--- src/rtl/csi_pkg.sv ---
package csi_pkg;

  // ----------------------------------------------------------------
  // I/O register map (six-bit I/O addresses)
  // ----------------------------------------------------------------
  localparam logic [5:0] IO_SPL = 6'h3D;
  localparam logic [5:0] IO_SPH = 6'h3E;
  localparam logic [5:0] IO_FLAGS = 6'h3F;
  localparam logic [5:0] IO_CORECTL = 6'h35;

  // Field positions
  localparam int CTL_RELOC_BIT = 1;
  localparam int FLAG_GIE_BIT = 7;

  // Values after reset
  localparam logic [15:0] TOP_OF_RAM = 16'h04FF;
  localparam logic [7:0] FLAGS_RST = 8'h00;
  localparam logic [7:0] CTL_RST = 8'h00;

  // Program memory layout, in words
  localparam logic [15:0] APP_START = 16'h0000;
  localparam logic [15:0] BOOT_START = 16'h1C00;
  localparam logic [15:0] VEC_STRIDE = 16'h0002;

  // Register file layout
  localparam int NUM_REGS = 32;
  localparam logic [4:0] PTR_BASE = 5'h1A;

  // Cycle counts, last index of each four-cycle phase
  localparam logic [1:0] ENTRY_LAST = 2'h3;
  localparam logic [1:0] RETURN_LAST = 2'h3;
  localparam logic [1:0] WAKE_LAST = 2'h3;

  // Sequencer states
  typedef enum logic [1:0] {ST_RUN, ST_WAKE, ST_ENTRY, ST_RETURN} csi_state_t;

endpackage

--- src/rtl/csi_core_ctrl.sv ---
`timescale 1ns/10ps
// Notes on behaviour
// - Register file offers 8/8, 8+8/8, 8+8/16 and 16/16 read/write port schemes.
// - The 32 working registers also answer at data addresses 0 to 31.
// - Registers 26..31 form three 16-bit pointers with displacement, increment, decrement.
// - Stack grows down: push -1, call/entry -2, pop +1, return +2.
// - Stack pointer bytes at I/O 0x3E and 0x3D, read/write, reset to top of RAM.
// - Core runs on the undivided clock, fetching next instruction while executing.
// - Two-operand ALU operation reads, computes and writes back in one cycle.
// - Reset and each source own a low vector; lower vector is higher priority.
// - Interrupt taken only with its own enable and the global enable both set.
// - Relocate bit moves interrupt vectors to boot start; fuse moves reset vector.
// - Entry clears global enable; software may set it; handler return sets it.
// - Flag-type pending flag cleared on vectoring; writing one also clears it.
// - Flags raised while disabled stay pending, then serviced in priority order.
// - Level-type requests exist only while the condition holds.
// - After handler return one more program instruction runs before any interrupt.
// - Flag register is neither saved on entry nor restored on return.
// - Global mask acts at once; no interrupt follows it, even in the same cycle.
// - After global unmask the next instruction runs before any interrupt.
// - Entry takes four cycles pushing the program counter, then the vector runs.
// - Multi-cycle instructions finish first; wake from sleep adds four cycles.
// - Return takes four cycles: pop two bytes, stack pointer +2, set global enable.
module csi_core_ctrl #(
  parameter int NIRQ = 8,
  parameter logic [NIRQ-1:0] FLAG_TYPE = '1,
  parameter logic [15:0] RAM_TOP = csi_pkg::TOP_OF_RAM
)(
  input wire logic clk,
  input wire logic nrst,
  input wire logic [4:0] rf_rd_a,
  input wire logic [4:0] rf_rd_b,
  output logic [7:0] rf_opa_q,
  output logic [7:0] rf_opb_q,
  output logic [15:0] rf_opw_q,
  input wire logic [4:0] rf_wr_addr,
  input wire logic [15:0] rf_wr_data,
  input wire logic rf_wr_en8,
  input wire logic rf_wr_en16,
  input wire logic [15:0] ds_addr,
  input wire logic ds_we,
  input wire logic [7:0] ds_wdata,
  output logic [7:0] ds_rdata_q,
  input wire logic [1:0] ptr_sel,
  input wire logic [5:0] ptr_disp,
  input wire logic ptr_inc,
  input wire logic ptr_dec,
  output logic [15:0] ptr_addr_q,
  input wire logic [5:0] io_addr,
  input wire logic io_we,
  input wire logic [7:0] io_wdata,
  output logic [7:0] io_rdata_q,
  input wire logic instr_done,
  input wire logic op_push,
  input wire logic op_pop,
  input wire logic op_call,
  input wire logic op_ret,
  input wire logic op_handler_return_op,
  input wire logic op_cli,
  input wire logic op_sei,
  input wire logic sleeping,
  input wire logic alu_flags_we,
  input wire logic [6:0] alu_flags,
  input wire logic [NIRQ-1:0] irq_enable,
  input wire logic [NIRQ-1:0] irq_event,
  input wire logic [NIRQ-1:0] irq_level,
  input wire logic [NIRQ-1:0] flag_w1c,
  output logic [NIRQ-1:0] irq_flag_q,
  input wire logic reset_vector_relocate_fuse,
  input wire logic [15:0] pc_in,
  output logic [15:0] reset_vector_q,
  output logic irq_ack_q,
  output logic pc_load_q,
  output logic [15:0] pc_value_q,
  output logic core_stall_q,
  output logic stk_we_q,
  output logic stk_re_q,
  output logic [15:0] stk_addr_q,
  output logic [7:0] stk_wdata_q,
  input wire logic [7:0] stk_rdata,
  output logic [7:0] flag_register_q,
  output logic [15:0] sp_q
);

  localparam int IW = $clog2(NIRQ);
  // Vector spacing in program words
  localparam logic [15:0] VEC_MUL = csi_pkg::VEC_STRIDE;

  logic [1:0] rst_sync_q;
  logic rst_n;
  csi_pkg::csi_state_t state_q;
  logic [1:0] cnt_q;
  logic [IW-1:0] irq_idx_q;
  logic [15:0] pc_hold_q;
  logic [7:0] ctl_q;
  logic block_q;
  logic [NIRQ-1:0] req;
  logic [IW-1:0] pick_idx;
  logic any_req;
  logic take;
  logic cli_now;
  logic sei_now;
  logic ret_end;
  logic entry_push;
  logic ret_pop;
  logic [15:0] vec_base;
  logic ds_hit;
  logic [7:0] rf_opa;
  logic [7:0] rf_opb;
  logic [15:0] rf_opw;
  logic [7:0] rf_ds_rdata;
  logic [15:0] ptr_x;
  logic [15:0] ptr_y;
  logic [15:0] ptr_z;

  // ----------------------------------------------------------------
  // Reset release
  // ----------------------------------------------------------------
  // Two-stage release keeps the deassertion edge clean for all flops reset by rst_n
  always_ff @(posedge clk or negedge nrst) begin
    if (!nrst) begin
      rst_sync_q <= 2'b00;
    end else begin
      rst_sync_q <= {rst_sync_q[0], 1'b1};
    end
  end
  assign rst_n = rst_sync_q[1];

  // ----------------------------------------------------------------
  // Register file and its data-space window
  // ----------------------------------------------------------------
  assign ds_hit = ds_addr < 16'(csi_pkg::NUM_REGS);

  csi_regfile #(
    .NREG(csi_pkg::NUM_REGS)
  ) u_regfile (
    .clk(clk),
    .rst_n(rst_n),
    .rd_a(rf_rd_a),
    .rd_b(rf_rd_b),
    .opa(rf_opa),
    .opb(rf_opb),
    .opw(rf_opw),
    .wr_addr(rf_wr_addr),
    .wr_data(rf_wr_data),
    .wr_en8(rf_wr_en8),
    .wr_en16(rf_wr_en16),
    .ds_addr(ds_addr[4:0]),
    .ds_we(ds_we && ds_hit),
    .ds_wdata(ds_wdata),
    .ds_rdata(rf_ds_rdata),
    .ptr_sel(ptr_sel),
    .ptr_inc(ptr_inc),
    .ptr_dec(ptr_dec),
    .ptr_x(ptr_x),
    .ptr_y(ptr_y),
    .ptr_z(ptr_z)
  );

  // Operands registered at the port; a pointer address carries its displacement
  always_ff @(posedge clk or negedge rst_n) begin
    if (!rst_n) begin
      rf_opa_q <= 8'h00;
      rf_opb_q <= 8'h00;
      rf_opw_q <= 16'h0000;
      ds_rdata_q <= 8'h00;
      ptr_addr_q <= 16'h0000;
    end else begin
      rf_opa_q <= rf_opa;
      rf_opb_q <= rf_opb;
      rf_opw_q <= rf_opw;
      ds_rdata_q <= ds_hit ? rf_ds_rdata : 8'h00;
      case (ptr_sel)
        2'h0: ptr_addr_q <= ptr_x + {10'h000, ptr_disp};
        2'h1: ptr_addr_q <= ptr_y + {10'h000, ptr_disp};
        default: ptr_addr_q <= ptr_z + {10'h000, ptr_disp};
      endcase
    end
  end

  // ----------------------------------------------------------------
  // Request sources and priority
  // ----------------------------------------------------------------
  // Level sources are not latched, so a vanished condition never fires
  assign req = ((irq_flag_q & FLAG_TYPE) | (irq_level & ~FLAG_TYPE)) & irq_enable;

  // Lowest index is the lowest vector and so the highest priority
  always_comb begin
    pick_idx = '0;
    any_req = 1'b0;
    for (int i = NIRQ - 1; i >= 0; i--) begin
      if (req[i]) begin
        pick_idx = IW'(i);
        any_req = 1'b1;
      end
    end
  end

  assign cli_now = instr_done && op_cli;
  assign sei_now = instr_done && op_sei;
  assign ret_end = state_q == csi_pkg::ST_RETURN && cnt_q == csi_pkg::RETURN_LAST;
  assign entry_push = state_q == csi_pkg::ST_ENTRY && !cnt_q[1];
  assign ret_pop = state_q == csi_pkg::ST_RETURN && !cnt_q[1];

  // Only at an instruction boundary, so a multi-cycle instruction finishes
  assign take = state_q == csi_pkg::ST_RUN && (instr_done || sleeping)
      && flag_register_q[csi_pkg::FLAG_GIE_BIT] && !cli_now
      && !block_q && any_req;

  // Flags: a new event beats a clear in the same cycle
  always_ff @(posedge clk or negedge rst_n) begin
    if (!rst_n) begin
      irq_flag_q <= '0;
    end else begin
      for (int i = 0; i < NIRQ; i++) begin
        irq_flag_q[i] <= FLAG_TYPE[i] && (irq_event[i] || (irq_flag_q[i]
            && !flag_w1c[i] && !(take && pick_idx == IW'(i))));
      end
    end
  end

  // ----------------------------------------------------------------
  // Entry, wake and return sequencer
  // ----------------------------------------------------------------
  assign vec_base = ctl_q[csi_pkg::CTL_RELOC_BIT] ? csi_pkg::BOOT_START : csi_pkg::APP_START;

  // The core stalls during each phase; otherwise fetch overlaps execute
  always_ff @(posedge clk or negedge rst_n) begin
    if (!rst_n) begin
      state_q <= csi_pkg::ST_RUN;
      cnt_q <= 2'h0;
      irq_idx_q <= '0;
      pc_hold_q <= 16'h0000;
      irq_ack_q <= 1'b0;
      pc_load_q <= 1'b0;
      pc_value_q <= 16'h0000;
      core_stall_q <= 1'b0;
      stk_we_q <= 1'b0;
      stk_re_q <= 1'b0;
      stk_addr_q <= 16'h0000;
      stk_wdata_q <= 8'h00;
    end else begin
      irq_ack_q <= 1'b0;
      pc_load_q <= 1'b0;
      stk_we_q <= 1'b0;
      stk_re_q <= 1'b0;
      cnt_q <= cnt_q + 2'h1;
      case (state_q)
        csi_pkg::ST_RUN: begin
          cnt_q <= 2'h0;
          if (take) begin
            irq_ack_q <= 1'b1;
            irq_idx_q <= pick_idx;
            pc_hold_q <= pc_in;
            core_stall_q <= 1'b1;
            state_q <= sleeping ? csi_pkg::ST_WAKE : csi_pkg::ST_ENTRY;
          end else if (instr_done && op_handler_return_op) begin
            core_stall_q <= 1'b1;
            state_q <= csi_pkg::ST_RETURN;
          end else begin
            core_stall_q <= 1'b0;
          end
        end
        csi_pkg::ST_WAKE: begin
          if (cnt_q == csi_pkg::WAKE_LAST) begin
            state_q <= csi_pkg::ST_ENTRY;
          end
        end
        csi_pkg::ST_ENTRY: begin
          // Flag register is left untouched here; software saves it
          if (entry_push) begin
            stk_we_q <= 1'b1;
            stk_addr_q <= sp_q;
            stk_wdata_q <= cnt_q[0] ? pc_hold_q[15:8] : pc_hold_q[7:0];
          end
          if (cnt_q == csi_pkg::ENTRY_LAST) begin
            pc_load_q <= 1'b1;
            pc_value_q <= vec_base + 16'(VEC_MUL * ({{(16-IW){1'b0}}, irq_idx_q} + 16'h0001));
            core_stall_q <= 1'b0;
            state_q <= csi_pkg::ST_RUN;
          end
        end
        csi_pkg::ST_RETURN: begin
          // Stack read data arrives one cycle after the strobe
          if (ret_pop) begin
            stk_re_q <= 1'b1;
            stk_addr_q <= sp_q + 16'h0001;
          end
          if (cnt_q == 2'h2) begin
            pc_hold_q[15:8] <= stk_rdata;
          end
          if (ret_end) begin
            pc_load_q <= 1'b1;
            pc_value_q <= {pc_hold_q[15:8], stk_rdata};
            core_stall_q <= 1'b0;
            state_q <= csi_pkg::ST_RUN;
          end
        end
        default: begin
          state_q <= csi_pkg::ST_RUN;
        end
      endcase
    end
  end

  // ----------------------------------------------------------------
  // Stack pointer
  // ----------------------------------------------------------------
  always_ff @(posedge clk or negedge rst_n) begin
    if (!rst_n) begin
      sp_q <= RAM_TOP;
    end else if (io_we && io_addr == csi_pkg::IO_SPL) begin
      sp_q[7:0] <= io_wdata;
    end else if (io_we && io_addr == csi_pkg::IO_SPH) begin
      sp_q[15:8] <= io_wdata;
    end else if (entry_push) begin
      sp_q <= sp_q - 16'h0001;
    end else if (ret_pop) begin
      sp_q <= sp_q + 16'h0001;
    end else if (state_q == csi_pkg::ST_RUN && instr_done && !take) begin
      if (op_push) begin
        sp_q <= sp_q - 16'h0001;
      end else if (op_pop) begin
        sp_q <= sp_q + 16'h0001;
      end else if (op_call) begin
        sp_q <= sp_q - 16'h0002;
      end else if (op_ret) begin
        sp_q <= sp_q + 16'h0002;
      end
    end
  end

  // ----------------------------------------------------------------
  // Flag register, control register, one-instruction hold
  // ----------------------------------------------------------------
  always_ff @(posedge clk or negedge rst_n) begin
    if (!rst_n) begin
      flag_register_q <= csi_pkg::FLAGS_RST;
    end else begin
      if (take) begin
        flag_register_q[csi_pkg::FLAG_GIE_BIT] <= 1'b0;
      end else if (ret_end) begin
        flag_register_q[csi_pkg::FLAG_GIE_BIT] <= 1'b1;
      end else if (cli_now) begin
        flag_register_q[csi_pkg::FLAG_GIE_BIT] <= 1'b0;
      end else if (sei_now) begin
        flag_register_q[csi_pkg::FLAG_GIE_BIT] <= 1'b1;
      end else if (io_we && io_addr == csi_pkg::IO_FLAGS) begin
        flag_register_q[csi_pkg::FLAG_GIE_BIT] <= io_wdata[7];
      end
      if (io_we && io_addr == csi_pkg::IO_FLAGS) begin
        flag_register_q[6:0] <= io_wdata[6:0];
      end else if (alu_flags_we) begin
        flag_register_q[6:0] <= alu_flags;
      end
    end
  end

  // Hold blocks the boundary that ends the next instruction after unmask or return
  always_ff @(posedge clk or negedge rst_n) begin
    if (!rst_n) begin
      block_q <= 1'b0;
    end else if (ret_end || sei_now) begin
      block_q <= 1'b1;
    end else if (instr_done) begin
      block_q <= 1'b0;
    end
  end

  // Fuse is sampled after reset release, never loaded by the async reset
  always_ff @(posedge clk or negedge rst_n) begin
    if (!rst_n) begin
      ctl_q <= csi_pkg::CTL_RST;
      reset_vector_q <= csi_pkg::APP_START;
    end else begin
      reset_vector_q <= reset_vector_relocate_fuse ? csi_pkg::BOOT_START : csi_pkg::APP_START;
      if (io_we && io_addr == csi_pkg::IO_CORECTL) begin
        ctl_q <= io_wdata;
      end
    end
  end

  // I/O read data, one cycle after the address; unmapped reads zero
  always_ff @(posedge clk or negedge rst_n) begin
    if (!rst_n) begin
      io_rdata_q <= 8'h00;
    end else begin
      case (io_addr)
        csi_pkg::IO_SPL: io_rdata_q <= sp_q[7:0];
        csi_pkg::IO_SPH: io_rdata_q <= sp_q[15:8];
        csi_pkg::IO_FLAGS: io_rdata_q <= flag_register_q;
        csi_pkg::IO_CORECTL: io_rdata_q <= ctl_q;
        default: io_rdata_q <= 8'h00;
      endcase
    end
  end
endmodule // csi_core_ctrl

--- src/rtl/csi_regfile.sv ---
`timescale 1ns/10ps
module csi_regfile #(
  parameter int NREG = 32
)(
  input wire logic clk,
  input wire logic rst_n,
  input wire logic [4:0] rd_a,
  input wire logic [4:0] rd_b,
  output logic [7:0] opa,
  output logic [7:0] opb,
  output logic [15:0] opw,
  input wire logic [4:0] wr_addr,
  input wire logic [15:0] wr_data,
  input wire logic wr_en8,
  input wire logic wr_en16,
  input wire logic [4:0] ds_addr,
  input wire logic ds_we,
  input wire logic [7:0] ds_wdata,
  output logic [7:0] ds_rdata,
  input wire logic [1:0] ptr_sel,
  input wire logic ptr_inc,
  input wire logic ptr_dec,
  output logic [15:0] ptr_x,
  output logic [15:0] ptr_y,
  output logic [15:0] ptr_z
);

  logic [7:0] regs_q [NREG];
  logic [4:0] plo;
  logic [15:0] pcur;
  logic [15:0] pnext;
  logic pupd;

  // ----------------------------------------------------------------
  // Read ports: 8-bit pair and 16-bit even/odd pair
  // ----------------------------------------------------------------
  assign opa = regs_q[rd_a];
  assign opb = regs_q[rd_b];
  assign opw = {regs_q[{rd_a[4:1], 1'b1}], regs_q[{rd_a[4:1], 1'b0}]};
  assign ds_rdata = regs_q[ds_addr];

  // Pointer pairs sit in the top six registers, low byte first
  assign ptr_x = {regs_q[csi_pkg::PTR_BASE + 1], regs_q[csi_pkg::PTR_BASE]};
  assign ptr_y = {regs_q[csi_pkg::PTR_BASE + 3], regs_q[csi_pkg::PTR_BASE + 2]};
  assign ptr_z = {regs_q[csi_pkg::PTR_BASE + 5], regs_q[csi_pkg::PTR_BASE + 4]};
  // Selects 2 and 3 both name the top pair; a plain sum would wrap to register 0
  assign plo = csi_pkg::PTR_BASE + {2'b00, (ptr_sel[1] ? 2'h2 : ptr_sel), 1'b0};
  assign pcur = {regs_q[{plo[4:1], 1'b1}], regs_q[plo]};
  assign pnext = ptr_inc ? pcur + 16'h0001 : pcur - 16'h0001;
  assign pupd = ptr_inc ^ ptr_dec;

  // ----------------------------------------------------------------
  // Write ports, one process per register; pointer update wins
  // ----------------------------------------------------------------
  for (genvar i = 0; i < NREG; i++) begin : g_reg
    localparam logic [4:0] IDX = 5'(i);
    // Result is written in the same cycle the operands are read
    always_ff @(posedge clk or negedge rst_n) begin
      if (!rst_n) begin
        regs_q[i] <= 8'h00;
      end else if (pupd && plo == IDX) begin
        regs_q[i] <= pnext[7:0];
      end else if (pupd && {plo[4:1], 1'b1} == IDX) begin
        regs_q[i] <= pnext[15:8];
      end else if (wr_en16 && {wr_addr[4:1], 1'b0} == IDX) begin
        regs_q[i] <= wr_data[7:0];
      end else if (wr_en16 && {wr_addr[4:1], 1'b1} == IDX) begin
        regs_q[i] <= wr_data[15:8];
      end else if (wr_en8 && wr_addr == IDX) begin
        regs_q[i] <= wr_data[7:0];
      end else if (ds_we && ds_addr == IDX) begin
        regs_q[i] <= ds_wdata;
      end
    end
  end

endmodule // csi_regfile

--- config.mk ---
export PLATFORM = sky130hd
export DESIGN_NAME = csi_core_ctrl
export DESIGN_NICKNAME = d
export VERILOG_FILES = /design/src/rtl/csi_pkg.sv /design/src/rtl/csi_core_ctrl.sv /design/src/rtl/csi_regfile.sv
export SDC_FILE = /design/constraint.sdc
export NUM_CORES = 2
export LEC_CHECK = 0
export ABC_CLOCK_PERIOD_IN_PS = 12300
export BUFFER_PORTS_ARGS = -buffer_cell sky130_fd_sc_hd__buf_2
export CORE_ASPECT_RATIO = 2
export CORE_MARGIN = 5
export CORE_UTILIZATION = 55
export CTS_CLUSTER_SIZE = 14
export DETAILED_ROUTE_END_ITERATION = 12
export HOLD_SLACK_MARGIN = 0.12
export PLACE_DENSITY_LB_ADDON = 0.3
export SETUP_SLACK_MARGIN = 0.4
export SYNTH_ARGS = -nofsm -noshare
export SYNTH_HDL_FRONTEND = slang
export SYNTH_SLANG_ARGS = --single-unit
--- constraint.sdc ---
create_clock -name clk -period 12.3 [get_ports clk]
set_input_delay 0.615 -clock clk [delete_from_list [all_inputs] [get_ports clk]]
set_output_delay 0.615 -clock clk [all_outputs]
set_load 0.01 [all_outputs]
**Word-level counts from Yosys, hierarchy flattened**

Cells that the tools add are included.

- Flip-flop bits (word level): 444
- Input port bits: 159
- Output and inout bits: 157
- Word-level logic and storage cells: 738

- Add/subtract/negate cells: 13
- $lt $le $gt $ge: 8
- Equality and inequality tests: 149
- Mux-type cells: 239
- Bitwise gates (word level): 10
- Reduce and logical (&&, ||, !) cells: 259

Operator list:

| kind | number |
|---|---|
| 2-to-1 mux 8 bit | 164 |
| binary-select mux 8 bit (select 5 bit) | 7 |
| == test 5 bit, second input constant | 48 |
| 2-to-1 mux 16 bit | 13 |
| logical AND 1 bit | 170 |
| == test 5 x 4 -> 1 bit, second input constant | 24 |
| case mux 16 bit (2 select lines) | 3 |
| nonzero test 5 bit | 17 |
| nonzero test 4 bit | 18 |
| == test 4 bit, second input constant | 16 |
| == test 5 x 3 -> 1 bit, second input constant | 12 |
| adder 16 x 6 -> 16 bit | 3 |
| >= comparator 6 bit, second input constant | 7 |
| NOT 5 -> 6 bit | 7 |
| adder 16 x 1 -> 16 bit, second input constant | 2 |
| == test 4 x 3 -> 1 bit, second input constant | 8 |
| case mux 8 bit (4 select lines) | 1 |
| subtractor 16 x 1 -> 16 bit, second input constant | 2 |
| == test 5 x 2 -> 1 bit, second input constant | 6 |
| 2-to-1 mux 1 bit | 27 |
| 2-to-1 mux 13 bit | 2 |
| == test 6 bit, second input constant | 4 |
| 2-to-1 mux 3 bit | 8 |
| logical NOT 1 bit | 20 |
| 38 further kinds | 89 |

**Depth between registers and ports, before layout**

- Depth after elaboration: 17
- Gate-level depth with buffers: 15
- Mapped depth without buffers: 12

**By module**

Synthesis repeated with hierarchy kept, for this count alone.

- Cells, all modules: 3224
- Area, all modules: 32922.8 µm²

Modules (own cells, without submodules):

| module | instances | cells each | area each (µm²) | seq. area each (µm²) |
|---|---|---|---|---|
| csi_regfile | 1 | 2172 | 23099.7 | 6406.1 |
| csi_core_ctrl | 1 | 1052 | 9823.2 | 4415.5 |

**Worst setup path after synthesis**

Ideal clock, no wire load.

- Path type: input-to-reg
- Start: input ptr_sel[1]
- End: register u_regfile.regs_q, in the netlist u_regfile.ptr_y[14]
- Setup time: 69 ps
- Data arrival time: 3555 ps
- Data required time: 12231 ps
- Path slack: 8676 ps
- Stages on the path: 14
- Path buffers: 4
- Cell sequence: buf_2 -> buf_1 -> clkbuf_1 -> clkbuf_1 -> o21ai_0 -> ha_1 -> nor2b_1 -> o21ai_1 -> a21boi_1 -> o21bai_1 -> a211oi_2 -> nor3_1 -> or4_1 -> nand3_1

- Longest elaborated chain between the ends: 10
- Elaborated cells on any way between the ends: 20
- Classes of those cells: add/sub (3); eq/ne (2); mux (10); bitwise (2); reduce/logical (3)

RTL lines:

| element | RTL line | source |
|---|---|---|
| from (decl) | csi_core_ctrl.sv:44 | `input wire logic [1:0] ptr_sel,` |
| 2-to-1 mux 2 bit * | csi_regfile.sv:47 | `assign plo = csi_pkg::PTR_BASE + {2'b00, (ptr_sel[1] ? 2'h2 : ptr_sel), 1'b0};` |
| adder 4 x 4 -> 5 bit * | csi_regfile.sv:47 |  |
| NOT 5 -> 6 bit (implied by the code) | csi_regfile.sv:48 | `assign pcur = {regs_q[{plo[4:1], 1'b1}], regs_q[plo]};` |
| binary-select mux 8 bit (select 5 bit) | csi_regfile.sv:48 |  |
| 2-to-1 mux 8 bit (implied by the code) (2 in series) | csi_regfile.sv:48 |  |
| subtractor 16 x 1 -> 16 bit or adder 16 x 1 -> 16 bit (tied branches) | csi_regfile.sv:49 | `assign pnext = ptr_inc ? pcur + 16'h0001 : pcur - 16'h0001;` |
| 2-to-1 mux 16 bit | csi_regfile.sv:49 |  |
| 2-to-1 mux 8 bit | csi_regfile.sv:63 | `end else if (pupd && {plo[4:1], 1'b1} == IDX) begin` |
| 2-to-1 mux 8 bit | csi_regfile.sv:61 | `end else if (pupd && plo == IDX) begin` |
| to (signal, indexed assignment) | csi_regfile.sv:62 | `regs_q[i] <= pnext[7:0];` |
| to (signal, indexed assignment) | csi_regfile.sv:64 | `regs_q[i] <= pnext[15:8];` |
| to (signal, indexed assignment) | csi_regfile.sv:66 | `regs_q[i] <= wr_data[7:0];` |
| to (decl) | csi_regfile.sv:28 | `logic [7:0] regs_q [NREG];` |

Every way passes the cells marked *; elsewhere a longest branch is shown, timed or not. The select of a mux whose other input is x is not followed.
A chain may end at the register's enable or synchronous reset.

**Worst setup path after layout**

- Start: input ptr_sel[0]
- End: register u_regfile.regs_q, in the netlist u_regfile.ptr_z[12]

Same word-level chain as after synthesis.

==> flow_summary.yaml <==
floorplanning:
  dieWidth_um: 178.4
  io_pins: 316
  start_util: 0.5550
  die_area_um2: 61830
  coreArea_um2: 56170
  rows: 123
  fp.dieH_um: 346.7
run:
  maxCapViolCount: 0
global_route:
  grt_max_degree: 171
  grtUsageTotal: 0.4157
  overflow: 0
  antenna_found_initial: 5
  grt_pass1_vias: 28888
  grt_pass1_wl_mm: 189.4
setup_path:
  cp_data_required_time_ns: 12.78
  worst_setup_path_start_kind: "primary input"
  r2r_start: "u_regfile.ptr_y[2]$_DFFE_PN0P_"
  cp.arrival_ns: 4.66
  r2r_slack_ns: 8.37
  reg2reg_to: "u_regfile.ptr_z[12]$_DFFE_PN0P_"
  critPathMostFrequentCell: "o21ai_0"
  critical_path_class: "primary input to register"
  path_cells: "buf_2 > mux2i_1 > o21ai_0 > ha_1 > nor2b_1 > o21ai_1 > a21boi_1 > o21bai_1 > a211oi_2 > o31ai_1 > mux2_2 > o21ai_0"
  cpMaxStageDelayCell: "o21ai_0"
  cpPeakStageDelay_ns: 1.04
  r2r_cells: 11
  critPathCaptureType: "register"
  cp_max_fo: 20
timing:
  fin_skew_ns: 0.02629
  rsz0062_at_grt: "false"
  setup_viol: 0
  fin_crit_sh: 0.3394
  setup_tns_ns: 0
  fin_ws_ns: 8.125
  fmaxAchievable_ghz: 0.2395
  tightest_slew_ns: 1.409
  hold_viol: 0
  min_period_ns: 4.175
  slew_headroom: 0.06076
  slew_viol_final: 0
drt:
  ant_nets: 0
  drt_pre_antenna_iters: 7
  drc: 0
  vias_per_cell: 7.184
  vias: 28835
  wl_per_cell_um: 32.43
  route.final.wire_length_mm: 130.2
  initialDrtViolationCount: 3613
power:
  cellLeakagePower_nw: 14.41
  p_comb_frac: 0.400
  cellPowerDensity_nw_per_um2: 184.5
  power_frac_seq: 0.384
  p_clk_frac: 0.216
  p_sw_frac: 0.4115
  intPower_mw: 3.717
  peakVddDrop_mv: 0.1409
  switching_power_mw: 2.599
yosys:
  synth_top_cell_by_area: "dfrtp_1"
  synth_area_per_cell_um2: 10.05
  synth_warnings: 0
  syn-cell-area_um2: 31180
  yosys_register_bits: 432
  synthTopCellsByCount: "455 x nand2_1, 423 x dfrtp_1, 279 x o21ai_0"
  ys_seq_area_frac: 0.3471
  synthFlopType: "dfrtp_1"
  synth_cell_types: 101
  synthCells: 3101
  synth_edf_count: 0
  synth_top_cell_area_share: 0.3395
  synthArstFlopShare: 1.000
  yosysMostFrequentCell: "nand2_1"
  synthTopCellsByArea: "dfrtp_1 34%, mux4_2 18%, mux2i_1 8.9%"
clock_network:
  root_buffer: "clkbuf_16"
  cts-htree-levels: 2
  clock_latency_ns: 0.60
  clock-sinks: 432
  cts_tree: "built"
  cts_max_path_buffers: 3
  cts_resized: 0
  clk_pin_slew_worst_paths_ns: 0.06
  cts_made_buffers: 42
finish:
  area_growth_pct: 9.817
  fill_cells: 4660
  fin_nets: 3434
  drive_gt1_frac: 0.2535
placement:
  io_buffers: 294
  dpl.hpwl_mm: 93.24
  pre_cts_slack_ns: 7.904
  gp_congestion: 1.083
min_path:
  holdPathEnd: "reset_vector_q[11]$_DFF_PN0_"
  holdCritPathClass: "primary input to register"
  min_path_cells: 1
  hp-start: "reset_vector_relocate_fuse"
status:
  outcome: "finished, final reports clean"
[worst max-delay path by stage]
stage / end / slack [ns] / startpoint / cells past startpoint
global placement: ptr_addr_q[12]$_DFF_PN0_ / 7.98 / ptr_sel[0] / 13
detailed placement: ptr_addr_q[12]$_DFF_PN0_ / 7.90 / ptr_sel[0] / 13
finish: u_regfile.ptr_z[12]$_DFFE_PN0P_ / 8.13 / ptr_sel[0] / 12
global route: u_regfile.ptr_y[13]$_DFFE_PN0P_ / 8.13 / ptr_sel[0] / 11
CTS: ptr_addr_q[12]$_DFF_PN0_ / 8.51 / ptr_sel[0] / 13
floorplan: block_q$_DFFE_PN0P_ / 5.26 / rst_sync_q[1]$_DFF_PN0_ / 0
[placed cells by master (no fill, tap or decap), types with 46 or more instances in the layout]
cell type    n
buf_4       49
a21oi_1    217
o22ai_1     50
nor2_1     207
mux4_2     256
mux2i_1    277
inv_1       50
mux2_2      58
dfrtp_1    422
nand2_1    455
nand3_1     46
o21ai_0    279
buf_2      288
[layout make-up]
class | instances | area (um^2) | area share
timing repair buffer | 341 | 1858 | 0.05427
antenna | 2 | 5.005 | 0.0001462
multi-input combinational | 2360 | 19020 | 0.5557
clock inverter | 11 | 198.9 | 0.005811
inverter | 57 | 214.0 | 0.006249
sequential | 432 | 10830 | 0.3162
tap | 750 | 938.4 | 0.02741
clock buffer | 61 | 1172 | 0.03424
[what timing repair did]
item / CTS / global route
hold buffers: 1 / 0
buffers inserted: 0 / 0
endpoints found under the hold margin: 2 / 0
[registers in the layout, summed over array words and instances (netlist names), 3 cells and up]
| register | flops |
|---|---|
| u_regfile.regs_q | 208 |
| pc_hold_q | 16 |
| pc_value_q | 16 |
| ptr_addr_q | 16 |
| rf_opw_q | 16 |
| sp_q | 16 |
| stk_addr_q | 16 |
| u_regfile.ptr_x | 16 |
| u_regfile.ptr_y | 16 |
| u_regfile.ptr_z | 16 |
| ctl_q | 8 |
| ds_rdata_q | 8 |
| flag_register_q | 8 |
| io_rdata_q | 8 |
| irq_flag_q | 8 |
| rf_opa_q | 8 |
| rf_opb_q | 8 |
| stk_wdata_q | 8 |
| irq_idx_q | 3 |
[worst max-delay path: cells and delay by family]
kind            cells  cell delay, ns
compound gates      7            2.20
fa+ha+maj           1            0.45
simple gates        1            0.15
mux                 2            0.67
buf+inv             1            0.52
[stage by stage]
step	total power, mW	std cells	hold slack [ns]	util	instance area, um^2
after detailed placement	4.856	3938	0.3389	0.5847	32840
after floorplan	3.908	3113	0.3194	-	31220
after global routing	6.573	4013	0.1296	0.6094	34230
after global placement	4.742	3938	0.3349	0.5847	32840
after CTS	6.218	4011	0.1201	0.6093	34220
final	6.316	4014	0.1264	0.6095	34240
[power by group through the flow]
stage	Combinational (mW)	Sequential, mW	Clock (mW)
after global placement	2.37	2.37	0
after detailed placement	2.45	2.41	0
after floorplan	1.70	2.21	0
after CTS	2.46	2.38	1.37
after global routing	2.70	2.45	1.43
final	2.52	2.43	1.37
[logic make-up after synthesis]
group | Yosys count | share of synthesized area
XOR/XNOR | 64 | 0.01798
other | 2 | 0.0002409
adder cells (fa/ha/maj) | 41 | 0.01718
buffers and inverters | 321 | 0.04631
flip-flops | 432 | 0.3471
AO/OA/AOI/OAI | 770 | 0.1495
AND/OR/NAND/NOR | 880 | 0.1268
multiplexers | 591 | 0.2948
[layer usage]
metal | part of all wire | global-route usage | vias to the layer above
li1 | - | - | 11732
met1 | 0.28 | 0.4155 | 13808
met2 | 0.47 | 0.6672 | 2418
met3 | 0.11 | 0.1091 | 873
met4 | 0.14 | 0.4300 | 4
met5 | 0.00019 | 0 | -
No activity file was read; power rests on OpenSTA's default activity.
